==> src/sysctl_pkg.sv <==
package sysctl_pkg;

   // ***************************************************************
   // Register map
   // ***************************************************************
   localparam logic [23:0] BUS_CONFIG_ADDR = 24'h00ff00;
   localparam logic [23:0] STACK_PAGE_ADDR = 24'h00ff01;
   localparam logic [23:0] BUS_RELEASE_WAIT_CLOCK_CTRL_ADDR = 24'h00ff02;

   // ***************************************************************
   // Field positions
   // ***************************************************************
   localparam int CE_EN_LSB = 0;
   localparam int CHIP_SIZE_LSB = 4;
   localparam int BUS_MODE_LSB = 6;
   localparam int CPU_CLOCK_SWITCH_BIT = 3;
   localparam int WAIT_LSB = 4;
   localparam int BUS_RELEASE_BIT = 7;

   // ***************************************************************
   // Encodings and reset values
   // ***************************************************************
   localparam logic [1:0] MODE_512K_MAX = 2'h3;
   localparam logic [1:0] MODE_512K_MIN = 2'h2;
   localparam logic [1:0] MODE_64K = 2'h1;
   localparam logic [1:0] MODE_SINGLE = 2'h0;
   localparam logic [1:0] SIZE_64K = 2'h3;
   localparam logic [1:0] SIZE_32K = 2'h2;
   localparam logic [1:0] SIZE_16K = 2'h1;
   localparam logic [1:0] SIZE_8K = 2'h0;
   localparam logic [1:0] CHIP_SIZE_RESET = 2'h3;
   localparam logic [7:0] STACK_PAGE_RESET = 8'h00;
   localparam logic [7:0] CTRL_RESET = 8'h00;
   localparam logic [3:0] CE_EN_RESET_MCU = 4'h0;
   localparam logic [3:0] CE_EN_RESET_MPU = 4'h1;

   // ***************************************************************
   // Address boundaries (24-bit byte addresses)
   // ***************************************************************
   localparam logic [23:0] A_000000 = 24'h000000;
   localparam logic [23:0] A_002000 = 24'h002000;
   localparam logic [23:0] A_004000 = 24'h004000;
   localparam logic [23:0] A_006000 = 24'h006000;
   localparam logic [23:0] A_008000 = 24'h008000;
   localparam logic [23:0] A_00a000 = 24'h00a000;
   localparam logic [23:0] A_00c000 = 24'h00c000;
   localparam logic [23:0] A_00f000 = 24'h00f000;
   localparam logic [23:0] A_010000 = 24'h010000;
   localparam logic [23:0] A_080000 = 24'h080000;
   localparam logic [23:0] A_100000 = 24'h100000;
   localparam logic [23:0] A_180000 = 24'h180000;
   localparam logic [23:0] A_200000 = 24'h200000;
   localparam logic [23:0] A_280000 = 24'h280000;

   // Wait state is half a CPU clock; the bus cycle runs on mclk edges,
   // so each half-cycle wait is one tick of the half-cycle counter.
   localparam int HALF_PER_WAIT = 1;
   // One instruction period of interrupt blocking after a page write.
   localparam int INSN_PERIOD_NS = 100;
   localparam int CLK_PERIOD_NS = 50;
   localparam logic [3:0] INSN_BLOCK_CYCLES = 4'((INSN_PERIOD_NS + CLK_PERIOD_NS - 1) / CLK_PERIOD_NS);

   typedef enum logic [2:0] {
      ST_IDLE = 3'b000,
      ST_T2 = 3'b001,
      ST_T3 = 3'b010,
      ST_WAIT = 3'b011,
      ST_T4 = 3'b100
   } bus_state_t;

   typedef struct packed {
      logic [23:0] addr;
      logic rd;
      logic wr;
      logic internal;
   } bus_req_t;

   typedef struct packed {
      logic [3:0] chip_sel_n;
      logic rd_n;
      logic wr_n;
      logic busy;
   } bus_strobe_t;

endpackage

==> src/sysctl.sv <==
// What this block does
// - Chip enables share pins with output port bits.
// - Enable bit one selects chip enable function.
// - Chip enable only for its external area.
// - MPU mode puts program region on enable 0.
// - 512K MCU ranges fixed per enable.
// - 512K MPU enable 0 covers two ranges.
// - Size field selects 64K range set only.
// - 64K MPU ranges per chip size.
// - 64K MCU ranges, ROM below 004000H variant.
// - 64K MCU ranges, ROM below 002000H variant.
// - Wait states equal twice wait field.
// - Each wait state is half a clock.
// - Waits go between third and fourth state.
// - No waits internal or on slow oscillator.
// - Release enable swaps request/acknowledge pins.
// - Stack page gives upper address byte.
// - Page number forms address bits above 15.
// - Interrupts blocked until both registers written.
// - Bus mode field selects bus mode.
// - Interrupts blocked one instruction after page write.
// - Enable 0 resets per MCU/MPU, others zero.
module sysctl
   import sysctl_pkg::*;
#(
   parameter logic [1:0] MPU_OPTION_MODE = 2'h3,
   parameter bit ROM_BELOW_2000 = 1'b0
) (
   input wire logic mclk,
   input wire logic rst_b,
   input wire logic mpu_mode,
   input wire logic [23:0] reg_addr,
   input wire logic [7:0] reg_wdata,
   input wire logic reg_wr,
   input wire logic reg_rd,
   output logic [7:0] reg_rdata,
   input wire sysctl_pkg::bus_req_t cpu_req,
   input wire logic [15:0] stack_pointer,
   input wire logic stack_access,
   output logic [23:0] stack_addr,
   output logic cpu_ready,
   output sysctl_pkg::bus_strobe_t ext_bus,
   input wire logic [3:0] port_data_3x,
   output logic [3:0] output_port_pins_3x,
   input wire logic output_port_51_data,
   input wire logic bus_ack_int,
   output logic output_port_pin_51,
   input wire logic input_port_pin_11,
   output logic bus_request_n,
   output logic input_port_11_val,
   output logic irq_block
);
   import sysctl_pkg::*;

   // ***************************************************************
   // Registers
   // ***************************************************************
   logic [3:0] chip_sel_en_q;
   logic [1:0] chip_size_q;
   logic [1:0] bus_mode_q;
   logic [7:0] stack_page_q;
   logic [7:0] ctrl_q;
   logic [1:0] mode_eff;
   logic mpu_q;
   logic strap_done_q;
   logic cfg_written_q;
   logic page_written_q;
   logic [3:0] block_cnt_q;
   logic [1:0] req_sync_q;
   logic wr_cfg;
   logic wr_page;
   logic wr_ctrl;

   assign wr_cfg = reg_wr && (reg_addr == BUS_CONFIG_ADDR);
   assign wr_page = reg_wr && (reg_addr == STACK_PAGE_ADDR);
   assign wr_ctrl = reg_wr && (reg_addr == BUS_RELEASE_WAIT_CLOCK_CTRL_ADDR);

   // The MCU/MPU strap is caught after reset release, not by the reset itself.
   always_ff @(posedge mclk or negedge rst_b) begin
      if (!rst_b) begin
         mpu_q <= 1'b0;
         strap_done_q <= 1'b0;
      end else if (!strap_done_q) begin
         mpu_q <= mpu_mode;
         strap_done_q <= 1'b1;
      end
   end

   always_ff @(posedge mclk or negedge rst_b) begin
      if (!rst_b) begin
         chip_sel_en_q <= CE_EN_RESET_MCU;
         chip_size_q <= CHIP_SIZE_RESET;
         bus_mode_q <= MODE_SINGLE;
      end else if (!strap_done_q) begin
         chip_sel_en_q <= mpu_mode ? CE_EN_RESET_MPU : CE_EN_RESET_MCU;
      end else if (wr_cfg) begin
         chip_sel_en_q <= reg_wdata[CE_EN_LSB +: 4];
         chip_size_q <= reg_wdata[CHIP_SIZE_LSB +: 2];
         bus_mode_q <= reg_wdata[BUS_MODE_LSB +: 2];
      end
   end

   always_ff @(posedge mclk or negedge rst_b) begin
      if (!rst_b) begin
         stack_page_q <= STACK_PAGE_RESET;
      end else if (wr_page) begin
         stack_page_q <= reg_wdata;
      end
   end

   always_ff @(posedge mclk or negedge rst_b) begin
      if (!rst_b) begin
         ctrl_q <= CTRL_RESET;
      end else if (wr_ctrl) begin
         ctrl_q <= reg_wdata;
      end
   end

   always_ff @(posedge mclk or negedge rst_b) begin
      if (!rst_b) begin
         reg_rdata <= 8'h00;
      end else if (reg_rd) begin
         case (reg_addr)
            BUS_CONFIG_ADDR: reg_rdata <= {bus_mode_q, chip_size_q, chip_sel_en_q};
            STACK_PAGE_ADDR: reg_rdata <= stack_page_q;
            BUS_RELEASE_WAIT_CLOCK_CTRL_ADDR: reg_rdata <= ctrl_q;
            default: reg_rdata <= 8'h00;
         endcase
      end else begin
         reg_rdata <= 8'h00;
      end
   end

   // ***************************************************************
   // Interrupt blocking
   // ***************************************************************
   // Software cannot take an interrupt until the bus and stack are set up.
   always_ff @(posedge mclk or negedge rst_b) begin
      if (!rst_b) begin
         cfg_written_q <= 1'b0;
         page_written_q <= 1'b0;
         block_cnt_q <= 4'h0;
      end else begin
         if (wr_cfg) begin
            cfg_written_q <= 1'b1;
         end
         if (wr_page) begin
            page_written_q <= 1'b1;
            block_cnt_q <= INSN_BLOCK_CYCLES;
         end else if (block_cnt_q != 4'h0) begin
            block_cnt_q <= block_cnt_q - 4'h1;
         end
      end
   end

   assign irq_block = !cfg_written_q || !page_written_q || (block_cnt_q != 4'h0);

   // ***************************************************************
   // Address decoder
   // ***************************************************************
   function automatic logic in_rng(input logic [23:0] a, input logic [23:0] lo, input logic [23:0] hi);
      in_rng = (a >= lo) && (a < hi);
   endfunction

   // MPU mode cannot run single chip: the option-chosen mode stands in.
   assign mode_eff = (mpu_q && bus_mode_q == MODE_SINGLE) ? MPU_OPTION_MODE : bus_mode_q;

   logic [3:0] hit;
   always_comb begin
      logic [23:0] a;
      logic [23:0] low;
      a = cpu_req.addr;
      hit = 4'h0;
      low = ROM_BELOW_2000 ? A_002000 : A_004000;
      case (mode_eff)
         MODE_512K_MAX, MODE_512K_MIN: begin
            if (mpu_q) begin
               hit[0] = in_rng(a, A_000000, A_00f000) || in_rng(a, A_010000, A_080000);
            end else begin
               hit[0] = in_rng(a, A_200000, A_280000);
            end
            hit[1] = in_rng(a, A_080000, A_100000);
            hit[2] = in_rng(a, A_100000, A_180000);
            hit[3] = in_rng(a, A_180000, A_200000);
         end
         MODE_64K: begin
            if (mpu_q) begin
               low = A_000000;
            end
            case (chip_size_q)
               SIZE_64K: hit[0] = in_rng(a, low, A_00f000);
               SIZE_32K: begin
                  hit[0] = in_rng(a, low, A_008000);
                  hit[1] = in_rng(a, A_008000, A_00f000);
               end
               SIZE_16K: begin
                  hit[0] = in_rng(a, low, A_004000);
                  hit[1] = in_rng(a, A_004000, A_008000);
                  hit[2] = in_rng(a, A_008000, A_00c000);
                  hit[3] = in_rng(a, A_00c000, A_00f000);
               end
               default: begin
                  if (mpu_q) begin
                     hit[0] = in_rng(a, A_000000, A_002000);
                     hit[1] = in_rng(a, A_002000, A_004000);
                  end else begin
                     hit[0] = in_rng(a, A_008000, A_00a000);
                     hit[1] = ROM_BELOW_2000 ? in_rng(a, A_002000, A_004000) : in_rng(a, A_00a000, A_00c000);
                  end
                  hit[2] = in_rng(a, A_004000, A_006000);
                  hit[3] = in_rng(a, A_006000, A_008000);
               end
            endcase
         end
         default: hit = 4'h0;
      endcase
      if (cpu_req.internal) begin
         hit = 4'h0;
      end
   end

   // ***************************************************************
   // External bus cycle with wait insertion
   // ***************************************************************
   bus_state_t state_q;
   logic [3:0] wait_q;
   logic [3:0] hit_q;
   logic rd_q;
   logic wr_q;
   logic [3:0] wait_states;

   // Two half-clock states per code; a state ends on each mclk edge here.
   assign wait_states = {ctrl_q[WAIT_LSB +: 3], 1'b0};

   always_ff @(posedge mclk or negedge rst_b) begin
      if (!rst_b) begin
         state_q <= ST_IDLE;
         wait_q <= 4'h0;
         hit_q <= 4'h0;
         rd_q <= 1'b0;
         wr_q <= 1'b0;
      end else begin
         case (state_q)
            ST_IDLE: begin
               if ((cpu_req.rd || cpu_req.wr) && !cpu_req.internal) begin
                  state_q <= ST_T2;
                  hit_q <= hit;
                  rd_q <= cpu_req.rd;
                  wr_q <= cpu_req.wr;
               end
            end
            ST_T2: state_q <= ST_T3;
            ST_T3: begin
               if (wait_states != 4'h0 && !ctrl_q[CPU_CLOCK_SWITCH_BIT]) begin
                  state_q <= ST_T4;
               end else if (wait_states != 4'h0) begin
                  state_q <= ST_WAIT;
                  wait_q <= wait_states - 4'(HALF_PER_WAIT);
               end else begin
                  state_q <= ST_T4;
               end
            end
            ST_WAIT: begin
               if (wait_q == 4'h0) begin
                  state_q <= ST_T4;
               end else begin
                  wait_q <= wait_q - 4'(HALF_PER_WAIT);
               end
            end
            ST_T4: begin
               state_q <= ST_IDLE;
               hit_q <= 4'h0;
               rd_q <= 1'b0;
               wr_q <= 1'b0;
            end
            default: state_q <= ST_IDLE;
         endcase
      end
   end

   // Strobes and chip enables span T2 through T4, waits included.
   logic active;
   assign active = (state_q != ST_IDLE);
   assign ext_bus.chip_sel_n = ~(hit_q & chip_sel_en_q & {4{active}});
   assign ext_bus.rd_n = ~(rd_q && active);
   assign ext_bus.wr_n = ~(wr_q && active);
   assign ext_bus.busy = active;
   assign cpu_ready = !active || (state_q == ST_T4);

   // ***************************************************************
   // Pin sharing
   // ***************************************************************
   genvar i;
   generate
      for (i = 0; i < 4; i++) begin : g_cs
         assign output_port_pins_3x[i] = chip_sel_en_q[i] ? ext_bus.chip_sel_n[i] : port_data_3x[i];
      end
   endgenerate

   always_ff @(posedge mclk or negedge rst_b) begin
      if (!rst_b) begin
         req_sync_q <= 2'b11;
      end else begin
         req_sync_q <= {req_sync_q[0], input_port_pin_11};
      end
   end

   assign bus_request_n = ctrl_q[BUS_RELEASE_BIT] ? req_sync_q[1] : 1'b1;
   assign input_port_11_val = req_sync_q[1];
   assign output_port_pin_51 = ctrl_q[BUS_RELEASE_BIT] ? ~bus_ack_int : output_port_51_data;

   assign stack_addr = {stack_page_q, stack_pointer};
   logic unused_ok;
   assign unused_ok = stack_access;

endmodule

==> config.mk <==
export PLATFORM = sky130hd
export DESIGN_NAME = sysctl
export DESIGN_NICKNAME = d
export VERILOG_FILES = /design/src/sysctl_pkg.sv /design/src/sysctl.sv
export SDC_FILE = /design/constraint.sdc
export NUM_CORES = 1
export LEC_CHECK = 0
export BUFFER_PORTS_ARGS = -buffer_cell sky130_fd_sc_hd__buf_4
export CORE_ASPECT_RATIO = 0.75
export CORE_MARGIN = 5
export CORE_UTILIZATION = 43
export DETAILED_ROUTE_END_ITERATION = 10
export PLACE_DENSITY = 0.77
export SYNTH_ARGS = -nofsm -noshare
export SYNTH_HDL_FRONTEND = slang
export SYNTH_SLANG_ARGS = --single-unit
==> constraint.sdc <==
create_clock -name mclk -period 1.9 [get_ports mclk]
set_input_delay 0.19 -clock mclk [delete_from_list [all_inputs] [get_ports mclk]]
set_output_delay 0.19 -clock mclk [all_outputs]
set_load 0.03 [all_outputs]
==> impl_summary.txt <==
----------------------------------------------------
[Outcome]
  Outcome ... complete, no violations

[Setup path]
  Register-to-register setup slack ... 0.08 ns
  Startpoint type of the worst setup path ... register
  Worst reg2reg endpoint ... wait_q[0]$_DFFE_PN0P_
  Category of the critical setup timing path ... register to primary output
  CP Max Fanout ... 4
  Crit path required time ... 1.71 ns
  CP arrival ... 1.64 ns
  Start of the worst register-to-register path ... wait_q[0]$_DFFE_PN0P_
  Type of destination of the critical path ... primary output
  FF-to-FF path depth ... 6

[STA]
  Post-route setup TNS ... 0 ns
  Relative slew margins ... 0.5526
  Final period utilization ... 0.9645
  Max-slew violation total from the final report ... 0
  Hold violation count in the final report ... 0
  Clock tree skew after final layout ... 0.01208 ns
  Final setup viols ... 0
  Worst Tran Pin Value ... 0.6711 ns
  Max Clock Freq ... 545.7 MHz
  Final critical delay including setup and external delays ... 1.833 ns
  Setup repair after global routing missed its margin ... true

[Synthesis]
  Seq/Total Area, Yosys ... 0.4459
  Leading cell types by total area after synthesis ... sky130_fd_sc_hd__dfrtp_1, sky130_fd_sc_hd__mux2_2, sky130_fd_sc_hd__buf_4
  Number of instances in the synthesized netlist ... 305
  Total nets after synthesis ... 401
  Number of synthesis warnings ... 0
  Post-synth top cells ... sky130_fd_sc_hd__dfrtp_1, sky130_fd_sc_hd__nor2_1, sky130_fd_sc_hd__mux2_2
  Syn Std Cell Area ... 3098 sq um
  Cell taking the most area after synthesis ... sky130_fd_sc_hd__dfrtp_1
  Leading register cell type out of synthesis ... sky130_fd_sc_hd__dfrtp_1
  Most frequently used cell type in the post-synthesis netlist ... sky130_fd_sc_hd__dfrtp_1
  Fraction of synthesis flops using an asynchronous set or reset pin ... 1.000
  Synthesized area per cell ... 10.16 sq um
  Number of distinct library cells after synthesis ... 53
  Post-synth top area share ... 0.4120
  Number of flops mapped to enable cells by yosys ... 0
  Post-synthesis sequential element count ... 55

[Power]
  Peak supply drop ... 0.0003777 V
  Power Internal ... 0.001809 W
  Relative contribution of the clock network to total power ... 0.250
  Power density over the cells ... 613.3 nW/um^2
  Total design power ... 0.002584 W
  Net switching power of the design ... 0.0007758 W
  Combinational fraction of design power ... 0.262
  Sequential share of power ... 0.488
  Static leakage power ... 2.036 nW
  Switching share of total power ... 0.3002

[Placed design]
  Port-buffer cells ... 102
  HPWL reported at the end of detailed placement ... 6.522 mm
  Placer's final routability congestion estimate ... 0.8536
  Cell Area, Placed ... 4048 sq um

[Cells and area]
  Nets ... 512
  Fraction of layout cells with a size suffix above 1 ... 0.4245
  Core utilization of the finished layout ... 0.6110
  Synthesis-to-layout area growth ... 36.03%
  Fillcell total ... 596
  ANT cells ... 0
  Design area ... 4214 sq um

[Global route]
  Leftover overflow at the end of global routing ... 0
  Pin count of the biggest net entering global routing ... 56
  Vias in the first global route ... 2837
  Wire length of the first global-routing pass ... 13.46 mm
  Initial antenna violation count ... 0
  Overall routing resource usage ... 0.1818

[Detailed routing]
  DR DRC count ... 0
  Ratio of routed vias to standard cells ... 5.371
  Wire length per cell ... 16.01 um
  Via total after detailed routing ... 2766
  Number of detailed-routing iterations run before antenna repair ... 4
  Detailed router's first-iteration violation count ... 154
  Number of nets still failing antenna checks after routing ... 0
  Routed WL ... 8.243 mm

[Die]
  Placeable Area ... 6897 sq um
  Overall die area ... 9020 sq um
  Overall die height ... 83.51 um
  Number of rows in the core area ... 26
  Number of I/O pins ... 136
  Starting density of the core ... 0.4492
  Die width ... 108.0 um

[Clocking]
  Clk Latency, worst-skew pair ... 0.31 ns
  Number of sinks handled by clock tree synthesis ... 55
  Clock buffers created by TritonCTS ... 5
  Number of levels in the clock H-tree ... 2
  Library cell used as clock root buffer ... sky130_fd_sc_hd__clkbuf_8
  Clock tree from TritonCTS ... built
  Clk pin slew, worst setup/hold paths ... 0.10 ns
  Number of buffers between clock root and the deepest sink ... 2

[Worst hold path]
  Hold WC Path Type ... input pin to register
  Worst hold path startpoint ... cpu_req[1]
  Min-Delay Path Depth ... 2
  Endpoint of the worst hold-timing path ... wr_q$_DFFE_PN0P_

[Run]
  Max-capacitance violation count ... 0

----------------------------------------------------
==> flip-flops by register name (all words and copies together) (netlist names), 2 cells and up <==
| register | count |
|---|---|
| ctrl_q | 8 |
| stack_page_q | 8 |
| hit_q | 4 |
| block_cnt_q | 4 |
| bus_mode_q | 2 |
| state_q | 3 |
| wait_q | 4 |
| reg_rdata | 8 |
| chip_sel_en_q | 4 |
| chip_size_q | 2 |
| req_sync_q | 2 |
==> critical path, cell delays in order, from the launching register on <==
cell,delay (ns)
sky130_fd_sc_hd__dfrtp_1,0.39
sky130_fd_sc_hd__or3_4,0.41
sky130_fd_sc_hd__buf_4,0.17
sky130_fd_sc_hd__nand3_1,0.10
sky130_fd_sc_hd__o21a_1,0.14
sky130_fd_sc_hd__buf_6,0.13
==> cell usage in the layout (no fill, tap or decap), drive strengths merged, types with 4 or more instances in the layout <==
master  instances
a21oi          17
a31oi           4
buf           128
clkbuf          5
dfrtp          51
dfstp           4
ha              8
inv            18
mux2           21
mux2i          10
nand2          10
nand2b          5
nand3          16
nor2           30
nor3            4
nor4            8
o21a            4
o21ai           9
or3             4
==> final cells by class <==
class	instances	area (sq um)	area share
repair buffers	130	1001	0.2375
flip-flops and latches	55	1381	0.3278
multi-input cells	206	1553	0.3685
inverters	18	67.56	0.01603
clock inverters	3	20.02	0.004751
clock buffers	5	68.82	0.01633
well taps	98	122.6	0.02910
==> power by group through the flow <==
stage | logic, W | clock network, W | registers [W]
after floorplan | 0.000356 | 0 | 0.00128
after global placement | 0.000607 | 0 | 0.00128
final | 0.000678 | 0.000646 | 0.00126
after detailed placement | 0.000621 | 0 | 0.00128
after CTS | 0.000647 | 0.000657 | 0.00126
after global routing | 0.000731 | 0.000706 | 0.00127
==> kinds of logic (layout without fill, tap and decap cells) <==
logic type               after synthesis  count (layout)  synth area share
AO/OA/AOI/OAI                         56              56            0.1212
other                                  1               1          0.001210
adder cells (fa/ha/maj)                8               8           0.03231
buffers and inverters                 44             156           0.07431
multiplexers                          31              31            0.1086
AND/OR/NAND/NOR                      107             107            0.2080
flip-flops                            55              55            0.4459
XOR/XNOR                               3               3          0.008483
==> layer usage <==
layer / up-vias / track usage / wire (um) / part of all wire
met5: - / 0 / 0 / 0
met2: 120 / 0.2867 / 3935 / 0.48
met1: 1334 / 0.2571 / 3653 / 0.44
li1: 1301 / - / - / -
met3: 11 / 0.03558 / 583 / 0.071
met4: 0 / 0.04358 / 70 / 0.0085
==> worst max-delay path by stage <==
stage | end | slack [ns] | start
floorplan | ctrl_q[0]$_DFFE_PN0P_ | -0.14 | reg_addr[19]
global placement | bus_mode_q[0]$_DFFE_PN0P_ | -0.18 | reg_addr[19]
detailed placement | ctrl_q[2]$_DFFE_PN0P_ | -0.21 | reg_addr[19]
CTS | output_port_pins_3x[0] | 0.01 | state_q[2]$_DFFE_PN0P_
global route | wait_q[0]$_DFFE_PN0P_ | -0.006 | wait_q[0]$_DFFE_PN0P_
finish | output_port_pins_3x[2] | 0.07 | state_q[0]$_DFFE_PN0P_
==> per-stage QoR <==
step / hold slack [ns] / std cells / setup WS, ns
after detailed placement: 0.2732 / 502 / -0.2082
after CTS: 0.09193 / 513 / 0.01160
final: 0.1024 / 515 / 0.06741
after global routing: 0.08960 / 515 / -0.006137
after floorplan: -0.1056 / 305 / -0.1401
after global placement: 0.2699 / 502 / -0.1812
==> repair_timing <==
| action | 4_1_cts | 5_1_grt |
|---|---|---|
| hold buffers | 2 | 0 |
| setup endpoints to repair | 5 | 7 |
| pin swaps | 0 | 2 |
| hold endpoints to repair | 52 | 0 |
| resized for setup | 2 | 5 |
| buffers inserted | 1 | 2 |
(Power assumes the default switching activity.)
